[config.mk]
export PLATFORM = sky130hd
export DESIGN_NAME = dpc_position_correction
export DESIGN_NICKNAME = d
export VERILOG_FILES = /design/src/rtl/dpc_pkg.sv /design/src/rtl/dpc_lock_ctrl.sv /design/src/rtl/dpc_position_correction.sv
export VERILOG_INCLUDE_DIRS = /design/src /design/src/rtl
export SDC_FILE = /design/constraint.sdc
export NUM_CORES = 1
export LEC_CHECK = 0
export BUFFER_PORTS_ARGS = -buffer_cell sky130_fd_sc_hd__buf_2
export CAP_MARGIN = 20
export CORE_MARGIN = 4
export CORE_UTILIZATION = 50
export CTS_CLUSTER_DIAMETER = 60
export DETAILED_ROUTE_END_ITERATION = 8
export PLACE_DENSITY = 0.74
export RECOVER_POWER = 50
export SETUP_SLACK_MARGIN = 0.3
export SLEW_MARGIN = 20
export SYNTH_ARGS = -nofsm -noshare
export SYNTH_HDL_FRONTEND = slang
export SYNTH_SLANG_ARGS = --single-unit
export TNS_END_PERCENT = 5
[constraint.sdc]
create_clock -name sys_clk -period 7.3 [get_ports sys_clk]
set_clock_uncertainty 0.1 [all_clocks]
set_input_delay 0.73 -clock sys_clk [delete_from_list [all_inputs] [get_ports sys_clk]]
set_output_delay 0.73 -clock sys_clk [all_outputs]
set_load 0.1 [all_outputs]
[src/rtl/dpc_params.svh]
/*
 * Constants for the position-correction block of the angle-tracking PLL.
 * Assumes one clock domain; included by the package and the modules.
 */
// Notes on behaviour
// - On a normal-to-emergency switch the state stamp becomes measured state position plus or minus (increment count minus nominal state count) at the next state slope.
// - On an emergency-to-normal switch the trigger stamp becomes measured trigger position plus or minus (increment count minus nominal trigger count) at the next trigger slope.
// - The mode used for correction is a shadow copy of the emergency select bit, taken over at the qualifying slope.
// - Both stamps may be overwritten directly by the processor and by the first helper sequencer channel.
// - After a restart into a new mode the stamp equals the measured position: state stamp for 0-to-1, trigger stamp for 1-to-0.
// - In emergency mode a detected direction change clears the lock indication.
// - After such a clear the lock indication sets again after a configurable number of missing-state gaps, two by default.
`ifndef DPC_PARAMS_SVH
`define DPC_PARAMS_SVH
`define DPC_POS_W        24
`define DPC_CNT_W        16
`define DPC_GAPS_DEFAULT 2
`define DPC_GAP_W        3
`endif

[src/rtl/dpc_pkg.sv]
/*
 * Types shared by the correction block.
 * Assumes the params header is on the include path.
 */
`include "dpc_params.svh"
package dpc_pkg;
  typedef enum logic [1:0] {DPC_IDLE, DPC_WAIT_STATE, DPC_WAIT_TRIG} dpc_pend_t;
  typedef logic [`DPC_POS_W-1:0] dpc_pos_t;
endpackage : dpc_pkg

[src/rtl/dpc_lock_ctrl.sv]
/*
 * Lock indication handling after a direction change.
 * Assumes gap and direction events are one-cycle pulses on sys_clk.
 */
`timescale 1ns/100ps
`include "dpc_params.svh"
module dpc_lock_ctrl
  import dpc_pkg::*;
#(
  parameter int GAP_W = `DPC_GAP_W
) (
  input  wire logic             sys_clk,
  input  wire logic             rst_n,
  input  wire logic             pllGlobalEnable,
  input  wire logic             emergencyActive,
  input  wire logic             dirChange,
  input  wire logic             missingStateGap,
  input  wire logic [GAP_W-1:0] gapsToRelock,
  output logic                  lockIndication
);
  logic [GAP_W-1:0] gapCnt_reg;
  logic             relock_reg;

  // ********************
  // Relock counting
  // ********************
  always_ff @(posedge sys_clk or negedge rst_n) begin
    if (!rst_n) begin
      gapCnt_reg <= '0;
      relock_reg <= 1'b0;
    end else if (!pllGlobalEnable) begin
      gapCnt_reg <= '0;
      relock_reg <= 1'b0;
    end else if (emergencyActive && dirChange) begin
      gapCnt_reg <= '0;
      relock_reg <= 1'b1;
    end else if (relock_reg && missingStateGap) begin
      if (gapCnt_reg + GAP_W'(1) >= gapsToRelock) begin
        gapCnt_reg <= '0;
        relock_reg <= 1'b0;
      end else begin
        gapCnt_reg <= gapCnt_reg + GAP_W'(1);
      end
    end
  end

  // Lock dropped on disable in any mode, and by a turn only in emergency mode; otherwise held set while enabled and no relock is counting
  always_ff @(posedge sys_clk or negedge rst_n) begin
    if (!rst_n) begin
      lockIndication <= 1'b0;
    end else if (!pllGlobalEnable) begin
      lockIndication <= 1'b0;
    end else if (emergencyActive && dirChange) begin
      lockIndication <= 1'b0;
    end else if (relock_reg && missingStateGap && (gapCnt_reg + GAP_W'(1) >= gapsToRelock)) begin
      lockIndication <= 1'b1;
    end else if (!relock_reg) begin
      lockIndication <= 1'b1;
    end
  end
endmodule : dpc_lock_ctrl

[src/rtl/dpc_position_correction.sv]
/*
 * Position stamp correction on mode switches, restart and overwrite.
 * Assumes slopes, gaps and direction events are one-cycle pulses and that
 * software follows the restart order and corrects stamps when no slope comes.
 */
`timescale 1ns/100ps
`include "dpc_params.svh"
module dpc_position_correction
  import dpc_pkg::*;
#(
  parameter int POS_W = `DPC_POS_W,
  parameter int CNT_W = `DPC_CNT_W,
  parameter int GAP_W = `DPC_GAP_W
) (
  input  wire logic             sys_clk,
  input  wire logic             rst_n,
  input  wire logic             pllGlobalEnable,
  input  wire logic             emergencyModeSelect,
  input  wire logic             stateInputEnable,
  input  wire logic             triggerInputEnable,
  input  wire logic             stateSlope,
  input  wire logic             triggerSlope,
  input  wire logic             directionBackward,
  input  wire logic             dirChange,
  input  wire logic             missingStateGap,
  input  wire logic [GAP_W-1:0] gapsToRelock,
  input  wire logic [POS_W-1:0] measuredStatePosition,
  input  wire logic [POS_W-1:0] measuredTriggerPosition,
  input  wire logic [CNT_W-1:0] incrementCounter,
  input  wire logic [CNT_W-1:0] nominalStateCount,
  input  wire logic [CNT_W-1:0] nominalTriggerCount,
  input  wire logic             cpuStateStampWr,
  input  wire logic             cpuTriggerStampWr,
  input  wire logic [POS_W-1:0] cpuStampData,
  input  wire logic             seqStateStampWr,
  input  wire logic             seqTriggerStampWr,
  input  wire logic [POS_W-1:0] seqStampData,
  output logic [POS_W-1:0]      statePositionStamp,
  output logic [POS_W-1:0]      triggerPositionStamp,
  output logic                  modeShadow,
  output logic                  correctionPending,
  output logic                  lockIndication
);
  dpc_pend_t        pend_reg;
  logic             enPrev_reg;
  logic             restart_reg;
  logic [CNT_W-1:0] incCnt_reg;
  logic [CNT_W-1:0] nomState_reg;
  logic [CNT_W-1:0] nomTrig_reg;
  logic             stQual;
  logic             trQual;
  logic             modeEdge;
  logic [POS_W-1:0] corrState;
  logic [POS_W-1:0] corrTrig;

  function automatic logic [POS_W-1:0] applyCorr(input logic [POS_W-1:0] pos,
      input logic [CNT_W-1:0] inc, input logic [CNT_W-1:0] nom, input logic back);
    logic [POS_W-1:0] delta;
    delta = POS_W'(inc - nom);
    return back ? pos - delta : pos + delta;
  endfunction : applyCorr

  assign stQual = pllGlobalEnable && stateInputEnable && stateSlope;
  assign trQual = pllGlobalEnable && triggerInputEnable && triggerSlope;
  assign modeEdge = (stQual || trQual) && (emergencyModeSelect != modeShadow);
  // Registered counts are used, so a correction sees the previous slope's counts
  assign corrState = applyCorr(measuredStatePosition, incCnt_reg, nomState_reg,
                               directionBackward);
  assign corrTrig  = applyCorr(measuredTriggerPosition, incCnt_reg, nomTrig_reg,
                               directionBackward);

  // ********************
  // Mode shadow and restart
  // ********************
  always_ff @(posedge sys_clk or negedge rst_n) begin
    if (!rst_n) begin
      modeShadow  <= 1'b0;
      enPrev_reg  <= 1'b0;
      restart_reg <= 1'b0;
    end else begin
      enPrev_reg <= pllGlobalEnable;
      if (pllGlobalEnable && !enPrev_reg && (emergencyModeSelect != modeShadow)) begin
        restart_reg <= 1'b1;
      end else if (!pllGlobalEnable) begin
        restart_reg <= 1'b0;
      end else if (stQual || trQual) begin
        restart_reg <= 1'b0;
      end
      if (stQual || trQual) begin
        modeShadow <= emergencyModeSelect;
      end
    end
  end

  // ********************
  // Sampled counts
  // ********************
  always_ff @(posedge sys_clk or negedge rst_n) begin
    if (!rst_n) begin
      incCnt_reg   <= '0;
      nomState_reg <= '0;
      nomTrig_reg  <= '0;
    end else if (stQual || trQual) begin
      incCnt_reg   <= incrementCounter;
      nomState_reg <= nominalStateCount;
      nomTrig_reg  <= nominalTriggerCount;
    end
  end

  // ********************
  // Pending correction
  // ********************
  always_ff @(posedge sys_clk or negedge rst_n) begin
    if (!rst_n) begin
      pend_reg <= DPC_IDLE;
    end else if (!pllGlobalEnable) begin
      pend_reg <= DPC_IDLE;
    end else begin
      unique case (pend_reg)
        DPC_IDLE: begin
          if (modeEdge && !trQual && !stQual) begin
            pend_reg <= DPC_IDLE;
          end else if (modeEdge && emergencyModeSelect && !stQual) begin
            pend_reg <= DPC_WAIT_STATE;
          end else if (modeEdge && !emergencyModeSelect && !trQual) begin
            pend_reg <= DPC_WAIT_TRIG;
          end
        end
        DPC_WAIT_STATE: begin
          if (stQual || cpuStateStampWr || seqStateStampWr) begin
            pend_reg <= DPC_IDLE;
          end
        end
        DPC_WAIT_TRIG: begin
          if (trQual || cpuTriggerStampWr || seqTriggerStampWr) begin
            pend_reg <= DPC_IDLE;
          end
        end
      endcase
    end
  end

  always_ff @(posedge sys_clk or negedge rst_n) begin
    if (!rst_n) begin
      correctionPending <= 1'b0;
    end else begin
      correctionPending <= (pend_reg != DPC_IDLE);
    end
  end

  // ********************
  // Stamps
  // ********************
  // Overwrite wins over slope correction; CPU wins over sequencer
  always_ff @(posedge sys_clk or negedge rst_n) begin
    if (!rst_n) begin
      statePositionStamp <= '0;
    end else if (cpuStateStampWr) begin
      statePositionStamp <= cpuStampData;
    end else if (seqStateStampWr) begin
      statePositionStamp <= seqStampData;
    end else if (stQual && emergencyModeSelect && !modeShadow && restart_reg) begin
      statePositionStamp <= measuredStatePosition;
    end else if (stQual && ((emergencyModeSelect && !modeShadow) ||
                            pend_reg == DPC_WAIT_STATE)) begin
      statePositionStamp <= corrState;
    end
  end

  always_ff @(posedge sys_clk or negedge rst_n) begin
    if (!rst_n) begin
      triggerPositionStamp <= '0;
    end else if (cpuTriggerStampWr) begin
      triggerPositionStamp <= cpuStampData;
    end else if (seqTriggerStampWr) begin
      triggerPositionStamp <= seqStampData;
    end else if (trQual && !emergencyModeSelect && modeShadow && restart_reg) begin
      triggerPositionStamp <= measuredTriggerPosition;
    end else if (trQual && ((!emergencyModeSelect && modeShadow) ||
                            pend_reg == DPC_WAIT_TRIG)) begin
      triggerPositionStamp <= corrTrig;
    end
  end

  // ********************
  // Lock indication
  // ********************
  dpc_lock_ctrl #(.GAP_W(GAP_W)) uLock (
    .sys_clk         (sys_clk),
    .rst_n           (rst_n),
    .pllGlobalEnable (pllGlobalEnable),
    .emergencyActive (modeShadow),
    .dirChange       (dirChange),
    .missingStateGap (missingStateGap),
    .gapsToRelock    (gapsToRelock),
    .lockIndication  (lockIndication)
  );
endmodule : dpc_position_correction

==> Word-level counts from Yosys, hierarchy flattened <==
Cells that the tools add are included.
{ "word_totals": {"regBits": 107} }
{ "op_classes": {"n_lt_le_gt_ge": 1, "mux": 32, "n_eq_ne": 10, "n_reduce_logical": 44, "add_sub_neg": 7} }
{ "ops": {"columns": ["cell", "count"], "rows": [
  ["2-to-1 mux 24 bit", 10],
  ["adder 24 bit", 2],
  ["subtractor 24 bit", 2],
  ["subtractor 16 x 16 -> 17 bit", 2],
  ["logical AND 1 bit", 26],
  ["2-to-1 mux 2 bit", 6],
  ["2-to-1 mux 3 bit", 4],
  ["2-to-1 mux 1 bit", 11],
  ["!= test 3 x 1 -> 1 bit (second input constant)", 3],
  ["nonzero test 4 bit", 2],
  ["logical OR 1 bit", 7],
  ["!= test 3 bit (second input constant)", 2],
  ["one-hot mux 2 bit (3 select lines)", 1],
  ["logical NOT 1 bit", 5],
  ["!= test 5 bit (second input constant)", 1],
  ["!= test 4 bit (second input constant)", 1],
  ["adder 3 x 1 -> 3 bit (second input constant)", 1],
  [">= comparator 3 bit", 1],
  ["AND reduction 3 bit", 1],
  ["equality test 2 x 1 -> 1 bit (second input constant)", 1],
  ["equality test 2 bit (second input constant)", 1],
  ["logical NOT 2 bit", 1],
  ["AND reduction 2 bit", 1],
  ["nonzero test 2 bit", 1],
  ["!= test 1 bit", 1]
]} }

==> Depth between registers and ports, before layout <==
Gate-level depths: netlist of the first run.
{ "depth": {"depth_word": 11, "ltp_mapped": 25, "ltp_nobuf": 25} }

==> By module <==
Synthesis of the first run repeated with hierarchy kept, for this count alone.
{ "hier_totals": {"cells_unflattened": 1287, "area_unflattened_um2": 10303.6} }
{ "modules_own_cells": {"columns": ["module", "seq_area_each_um2", "cells_per_inst", "area_per_inst_um2", "n_inst"], "rows": [
  ["dpc_position_correction", 2552.4, 1253, 9989.6, 1],
  ["dpc_lock_ctrl", 125.1, 34, 314.1, 1]
]} }

==> Least setup slack after synthesis of the first run <==
No wires, ideal clock.
{ "synth_timing": {"path_type": "register to register", "start": "reg incCnt_reg[4]", "end": "reg statePositionStamp[21]", "path_slack_ps": 2414, "t_arrival_ps": 4703, "stages_incl_launch_ff": 23, "required_time_ps": 7117, "n_path_buf": 0, "synth_period_minus_slack_ps": 4886, "cell_sequence": "dfrtp_1 > ha_1 > and2_1 > or4_4 > a311oi_1 > xor2_1 > nand4_1 > nor2_1 > and3_1 > a31oi_1 > xor2_1 > ha_1 > nand4_1 > or2_2 > nor2_1 > o211ai_1 > a21oi_1 > nor2_1 > xnor2_1 > nand2_1 > a311oi_1 > a21oi_1 > o21ai_0"} }
{ "synth_via": {"elab_chain_len": 7, "elab_cells_between_ends": 8} }
{ "synth_lines": {"columns": ["item", "line", "text"], "rows": [
  ["start: declaration", "dpc_position_correction.sv:47", "logic [CNT_W-1:0] incCnt_reg;"],
  ["start signal: assignment", "dpc_position_correction.sv:104", "incCnt_reg <= incrementCounter;"],
  ["subtractor 16 x 16 -> 17 bit *", "dpc_position_correction.sv:59", "delta = POS_W'(inc - nom);"],
  ["adder 24 bit / subtractor 24 bit (equally long branches)", "dpc_position_correction.sv:60", "return back ? pos - delta : pos + delta;"],
  ["2-to-1 mux 24 bit *", "dpc_position_correction.sv:60", null],
  ["2-to-1 mux 24 bit *", "dpc_position_correction.sv:164", "end else if (stQual && ((emergencyModeSelect && !modeShadow) ||"],
  ["2-to-1 mux 24 bit *", "dpc_position_correction.sv:162", "end else if (stQual && emergencyModeSelect && !modeShadow && restart_reg) begin"],
  ["2-to-1 mux 24 bit *", "dpc_position_correction.sv:160", "end else if (seqStateStampWr) begin"],
  ["2-to-1 mux 24 bit *", "dpc_position_correction.sv:158", "end else if (cpuStateStampWr) begin"],
  ["end signal: assignment", "dpc_position_correction.sv:159", "statePositionStamp <= cpuStampData;"],
  ["end signal: assignment", "dpc_position_correction.sv:161", "statePositionStamp <= seqStampData;"],
  ["end signal: assignment", "dpc_position_correction.sv:163", "statePositionStamp <= measuredStatePosition;"],
  ["end: declaration", "dpc_position_correction.sv:38", "output logic [POS_W-1:0] statePositionStamp,"]
]} }
Every way passes the cells marked *; elsewhere a longest branch is shown, timed or not. The select of a mux whose other input is x is not followed.
A chain may end at the register's enable or synchronous reset.

==> Final worst setup path of the first run <==
{ "layout_timing": {"start": "reg incCnt_reg[0]", "end": "reg triggerPositionStamp[23]"} }
{ "layout_via": {"elab_chain_len": 7, "elab_cells_between_ends": 8} }
{ "layout_lines": {"columns": ["item", "line", "text"], "rows": [
  ["subtractor 16 x 16 -> 17 bit *", "dpc_position_correction.sv:59", null],
  ["adder 24 bit / subtractor 24 bit (equally long branches)", "dpc_position_correction.sv:60", null],
  ["2-to-1 mux 24 bit *", "dpc_position_correction.sv:60", null],
  ["2-to-1 mux 24 bit *", "dpc_position_correction.sv:179", "end else if (trQual && ((!emergencyModeSelect && modeShadow) ||"],
  ["2-to-1 mux 24 bit *", "dpc_position_correction.sv:177", "end else if (trQual && !emergencyModeSelect && modeShadow && restart_reg) begin"],
  ["2-to-1 mux 24 bit *", "dpc_position_correction.sv:175", "end else if (seqTriggerStampWr) begin"],
  ["2-to-1 mux 24 bit *", "dpc_position_correction.sv:173", "end else if (cpuTriggerStampWr) begin"],
  ["end signal: assignment", "dpc_position_correction.sv:174", "triggerPositionStamp <= cpuStampData;"],
  ["end signal: assignment", "dpc_position_correction.sv:176", "triggerPositionStamp <= seqStampData;"],
  ["end signal: assignment", "dpc_position_correction.sv:178", "triggerPositionStamp <= measuredTriggerPosition;"],
  ["end: declaration", "dpc_position_correction.sv:39", "output logic [POS_W-1:0] triggerPositionStamp,"]
]} }
Marks and branches as above.

==> impl_metrics.ini, run 1 <==
[critical_path]
path_buf_inv = 1
worst_path_max_delay_cell = or4_1
crit_required_ns = 7.44
critPathCaptureType = flip-flop
crit_path_cell_trace = inv_1 -> ha_1 -> fa_1 -> nor2b_1 -> o31a_1 -> a21oi_1 -> or4_1 -> nor3b_1 -> nand2_1 -> nor4_1 -> a21oi_1 -> xnor2_1 -> ha_1 -> a21o_1 -> a21oi_1 -> o211ai_1 -> a41oi_1 -> o21ai_0 -> a21o_1 -> a21oi_1 -> nand4b_1 -> o2111a_1 -> nand2_1
start_kind = flip-flop
crit_family = compound AO/OA/AOI/OAI gates
cp_max_fo = 5
cp.arrival_ns = 5.70
worstSetupPathType = flip-flop to flip-flop
slowest_delay_ns = 0.49
worst_path_most_repeated_cell = a21oi_1

[routing]
wl_microns = 32100
viasPerCell = 5.92
dr_total_vias = 10300
dr.pass1.iters = 5
post_drt_wl_per_cell_microns = 18.4
drtIter0Drc = 686
postRouteAntennaNets = 0
drcViolationCount = 0

[floorplan]
start_util = 0.516
fp.dieH_microns = 151
die_area_sq_mm = 0.0228
core_area_sq_mm = 0.0198
ios = 213
dieWidth_microns = 151
num_rows = 51

[timing]
finalSetupTns_ns = 0
clock.fmax_ghz = 0.180
finalHoldViolCount = 0
setup_viol = 0
rsz0062_at_grt = false
drv_slew = 194
tightest_slew_ns = 3.28
hold_ws_ns = 0.379
setup_ws_ns = 1.74
slew_headroom = -1.19
layout_min_cycle_time_ns = 5.56
finalCritPeriodShare = 0.762

[power]
p_per_area_mw_per_mm2 = 414
power_leakage_nw = 5.36
vdd_ir_drop_max_mv = 0.203
totalPowerFinal_mw = 4.82

[clocking]
numCtsBuffers = 9
cts_root_buf = clkbuf_16
cts_sinks = 107
cts_tree = built
clock_latency_ns = 0.36
cts_max_level = 3
postCtsResizedCells = 0
clk_pin_slew_ns = 0.07
cts_setup_buffers = 0
clockBufferDepth = 2
hold_buffers = 0

[placed_design]
placed_area_sq_mm = 0.0114
post-dp-hpwl_microns = 25900
dp_cells = 1724
dp_slack_ns = 1.81
portBuffers = 212
gp_congestion = 0.923

[synthesis]
synth.yosys.seq_area_share = 0.262
syn_area_sq_mm = 0.0102
ys_seq_elements = 107
ys_types = 75
yosys_warnings = 0
syn_inst = 1298
synthArstFlopShare = 1.00
synth_edf_count = 0
syn-num-nets = 1555
synth-main-ff-cell = dfrtp_1
syn_area_per_cell_sq_um = 7.86

[final_layout]
fillers = 1882
drive_gt1_frac = 0.172
syn2layout_area_growth_pct = 14.3
reg_top3 = statePositionStamp x24, triggerPositionStamp x24
multi_input_area_sq_mm = 0.00703
fin_nets = 1727
final-seq-area_sq_mm = 0.00268
utilization = 0.589
fin_area_sq_mm = 0.0117
instances_no_fill = 1741

[grt]
grt_pass1_wl_microns = 48800
grt_pass1_vias = 9291
grt_usage = 0.273
antenna_found_initial = 3
gr-total-overflow = 0
grt_max_degree = 84

[run]
maxCapViolCount = 3

[status]
violations = capacitance limit, slew limit
status = complete, but fails checks

[min_path]
hp-class = flip-flop to flip-flop
==> cells in the final DEF (no fill, tap or decap), drive strengths merged, types with 12 or more instances in the layout <==
| master | netlist | routed |
|---|---|---|
| a211oi | 18 | 18 |
| o21ai | 135 | 135 |
| nand3 | 24 | 24 |
| a21o | 28 | 28 |
| mux2 | 17 | 17 |
| xor2 | 37 | 37 |
| mux2i | 15 | 15 |
| dfrtp | 107 | 107 |
| nor2 | 119 | 119 |
| o211ai | 34 | 34 |
| ha | 91 | 91 |
| nand2 | 143 | 143 |
| inv | 75 | 75 |
| nand2b | 16 | 16 |
| o21a | 23 | 23 |
| clkbuf | 45 | 34 |
| xnor2 | 46 | 46 |
| a21oi | 112 | 112 |
| a31oi | 15 | 15 |
| or3 | 12 | 12 |
| buf | 11 | 195 |
| nor3 | 27 | 27 |
==> worst register-to-register path, delay by kind of cell, from the launching register on <==
| kind | cells | cell delay, ns |
|---|---|---|
| xor gates and xnor gates | 1 | 0.17 |
| adders and majority gates | 3 | 1.00 |
| DFF | 1 | 0.32 |
| AOI/OAI and AO/OA | 11 | 2.15 |
| buffers and inverters | 1 | 0.09 |
| and+or+nand+nor | 7 | 1.64 |
==> report_power, final <==
group          internal (mW)  switching [mW]  total, mW
registers              0.718          0.0810      0.799
clock network          0.241           0.223      0.463
logic                   1.26            2.30       3.56
total                   2.22            2.60       4.82
==> cells by family after synthesis <==
logic type	after synthesis	synth area share
compound gates	449	0.281
xor+xnor	83	0.0713
fa+ha+maj	95	0.119
buf+inv	131	0.0503
flops	107	0.262
mux	32	0.0335
simple gates	401	0.182
==> synthesized netlist by cell type, types with 4 or more instances <==
cell type | n | share of area
nor2b_1 | 6 | 0.0037
mux2_2 | 17 | 0.019
a41oi_1 | 4 | 0.0034
nand2b_1 | 16 | 0.0098
fa_1 | 4 | 0.0079
a21oi_1 | 112 | 0.055
or2_2 | 6 | 0.0037
inv_1 | 74 | 0.027
o311ai_0 | 4 | 0.0034
a31oi_1 | 15 | 0.0092
a211oi_1 | 17 | 0.013
xor2_1 | 37 | 0.032
o21bai_1 | 9 | 0.0066
a22oi_1 | 5 | 0.0037
o211ai_1 | 33 | 0.024
buf_1 | 6 | 0.0022
and2_1 | 4 | 0.0025
o31a_1 | 4 | 0.0034
nor3_1 | 27 | 0.013
clkbuf_1 | 45 | 0.017
o211a_1 | 6 | 0.0059
dfrtp_1 | 107 | 0.26
ha_1 | 91 | 0.11
nor2_1 | 119 | 0.044
o21ai_0 | 131 | 0.064
o21a_1 | 23 | 0.017
o21ai_1 | 4 | 0.0020
xnor2_1 | 46 | 0.039
o31ai_1 | 9 | 0.0066
a21o_1 | 28 | 0.021
nand2_1 | 143 | 0.053
a311oi_1 | 8 | 0.0069
nor4_1 | 8 | 0.0049
or3_1 | 11 | 0.0067
nand4_1 | 8 | 0.0049
nand3_1 | 24 | 0.012
mux2i_1 | 15 | 0.015
a31o_2 | 4 | 0.0034
and3_1 | 10 | 0.0061
==> metal layers <==
layer / share of wire / wire [microns] / GRT usage / vias up
met4: 0.034 / 1080 / 0.103 / 4
met2: 0.45 / 14300 / 0.440 / 476
li1: - / - / - / 5044
met3: 0.088 / 2810 / 0.0404 / 67
met1: 0.43 / 13900 / 0.372 / 4711
met5: 0.00081 / 26 / 0 / -
==> worst paths after layout <==
path	startpoint	to	slack [ns]	cells after the start
setup reg to reg	incCnt_reg[0]	triggerPositionStamp[23]	1.74	23
hold reg to reg	statePositionStamp[19]	statePositionStamp[19]	0.38	2
max in group asynchronous	rst_n	nomTrig_reg[1]	2.00	2
min in group asynchronous	rst_n	statePositionStamp[10]	1.01	1
setup / recovery	incCnt_reg[0]	triggerPositionStamp[23]	1.74	23
hold / removal	statePositionStamp[19]	statePositionStamp[19]	0.38	2
==> area by class of cell <==
class | count | area share
repair buffers | 217 | 0.0914
flip-flops and latches | 107 | 0.230
diodes | 1 | 0.000215
inverters | 75 | 0.0241
clock buffers | 12 | 0.0211
multi-input cells | 1060 | 0.603
clock inverters | 4 | 0.00225
well taps | 265 | 0.0284
No activity file was read; power rests on OpenSTA's default activity.
==> run 2, diff against run 1 <==
==> constraint.sdc (replaced) <==
create_clock -name sys_clk -period 5.4 [get_ports sys_clk]
set_clock_uncertainty 0.1 [all_clocks]
set_input_delay 0.54 -clock sys_clk [delete_from_list [all_inputs] [get_ports sys_clk]]
set_output_delay 0.54 -clock sys_clk [all_outputs]
set_load 0.1 [all_outputs]
==> run 2 against run 1 <==
Compared with the run above: die area is the same; first-iteration DRC count up 13%; the flow still finishes with violations (capacitance limit, slew limit); largest power group unchanged; critical endpoint is now triggerPositionStamp[19]; global-route usage rose by 0.61 points; fmax rose by 9.8%; routed wire length up 4.6%; core utilization up 4.2 points; critical path type unchanged; non-clock buffer count up 42.
==> impl_metrics.ini, run 2 (same netlist as run 1, synthesis figures left out) <==
[floorplan]
num_rows = 51
die_area_sq_mm = 0.0228
dieWidth_microns = 151
fp.dieH_microns = 151
core_area_sq_mm = 0.0198
ios = 213
start_util = 0.516

[timing]
finalHoldViolCount = 0
setup_viol = 0
rsz0062_at_grt = true
finalCritPeriodShare = 0.938
tightest_slew_ns = 3.69
layout_min_cycle_time_ns = 5.06
hold_ws_ns = 0.280
clock.fmax_ghz = 0.197
slew_headroom = -1.46
finalSetupTns_ns = 0
drv_slew = 150

[routing]
viasPerCell = 5.96
drcViolationCount = 0
wl_microns = 33600
dr_total_vias = 10600
drtIter0Drc = 776
postRouteAntennaNets = 0
post_drt_wl_per_cell_microns = 18.8
dr.pass1.iters = 5

[status]
violations = capacitance limit, slew limit
status = complete, but fails checks

[power]
power_leakage_nw = 5.63
sw_frac_of_total = 0.530
p_per_area_mw_per_mm2 = 571
power.share.clock = 0.093
p_sw_mw = 3.78
vdd_ir_drop_max_mv = 0.294
power_frac_comb = 0.755
p_int_mw = 3.35
p_seq_frac = 0.152
totalPowerFinal_mw = 7.14

[clocking]
cts_root_buf = clkbuf_16
hold_buffers = 0
clockBufferDepth = 2
cts_max_level = 3
cts_tree = built
numCtsBuffers = 9
clock_latency_ns = 0.36
clk_pin_slew_ns = 0.08
cts_sinks = 107

[final_layout]
reg_top3 = statePositionStamp x24, triggerPositionStamp x24
multi_input_area_sq_mm = 0.00753
final-seq-area_sq_mm = 0.00268
antenna_cells = 0
final_cell_mix = buf_2 (194), nand2_1 (139), o21ai_0 (122)
utilization = 0.632
fillers = 1763
syn2layout_area_growth_pct = 22.5
fin_nets = 1769
fin_area_sq_mm = 0.0125
drive_gt1_frac = 0.253
final_common_cell = buf_2

[critical_path]
cp_max_fo = 6
critPathCaptureType = flip-flop
cp.arrival_ns = 5.21
worstSetupPathType = flip-flop to flip-flop
crit_required_ns = 5.55
worst_path_max_delay_cell = or4_4
start_kind = flip-flop
slowest_delay_ns = 0.54
crit_path_cell_trace = ha_4 -> or3_4 -> or2_4 -> o2111ai_4 -> o311ai_4 -> nor4_4 -> o2111ai_2 -> or4_4 -> o311ai_2 -> ha_1 -> and3_4 -> nand2_4 -> o211ai_1 -> a41oi_2 -> o21bai_1 -> xnor2_1 -> nor2_1 -> a211oi_2 -> nor3_1 -> a221o_1

[run]
maxCapViolCount = 2

[placed_design]
gp_congestion = 0.960
portBuffers = 212
post-dp-hpwl_microns = 26000
placed_area_sq_mm = 0.0115

[grt]
grt_pass1_vias = 9458
antenna_found_initial = 2
gr-total-overflow = 0
grt_pass1_wl_microns = 50200
grt_usage = 0.279
grt_max_degree = 84

[min_path]
hp-class = input pin to flip-flop
[run 2: power groups by stage]
stage	combinational (mW)	sequential (mW)	clock, mW
CTS	4.89	1.08	0.668
detailed placement	4.80	1.09	0
global placement	4.75	1.09	0
finish	5.39	1.08	0.661
floorplan	3.02	1.82	0
global route	5.84	1.10	0.702
[run 2: worst paths after layout]
| check | from | slack, ns | depth (start not counted) | endpoint |
|---|---|---|---|---|
| max | incCnt_reg[5] | 0.34 | 20 | triggerPositionStamp[19] |
| min | nominalTriggerCount[3] | 0.28 | 3 | nomTrig_reg[3] |
| max reg2reg | incCnt_reg[5] | 0.34 | 20 | triggerPositionStamp[19] |
| min reg2reg | statePositionStamp[1] | 0.39 | 2 | statePositionStamp[1] |
| max in group asynchronous | rst_n | 1.27 | 2 | incCnt_reg[4] |
| min in group asynchronous | rst_n | 1.34 | 1 | statePositionStamp[10] |
[run 2: cell type report]
type                            count  share of cell area
Inverter                           75              0.0225
Sequential cell                   107               0.215
Timing Repair Buffer              259               0.111
Tap cell                          265              0.0265
Multi-Input combinational cell   1060               0.602
Clock buffer                       10              0.0191
Clock inverter                      6             0.00400
[run 2: metal layers]
metal	GRT usage	up-vias	part of all wire
met3	0.0488	83	0.086
met2	0.447	493	0.45
li1	-	5121	-
met4	0.0970	4	0.037
met5	0	-	0.0010
met1	0.382	4924	0.42
[run 2: what timing repair did]
action | in CTS | in global routing
endpoints found under the setup margin | 10 | 26
setup buffers | 3 | 24
pin swaps | 7 | 53
resized for setup | 18 | 93
[run 2: through the flow]
stage / cells / setup slack, ns
3_5_place_dp: 1739 / 0.0763
6_report: 1782 / 0.336
2_1_floorplan: 1298 / 0.514
4_1_cts: 1758 / 0.249
3_3_place_gp: 1739 / 0.233
5_1_grt: 1782 / 0.0827
[run 2: critical path, delay by kind of cell, from the launching register on]
family                     cells  cell delay (ns)
xor gates and xnor gates       1             0.16
AOI/OAI and AO/OA              9             1.73
adders and majority gates      2             0.52
and+or+nand+nor                8             1.99
DFF                            1             0.45
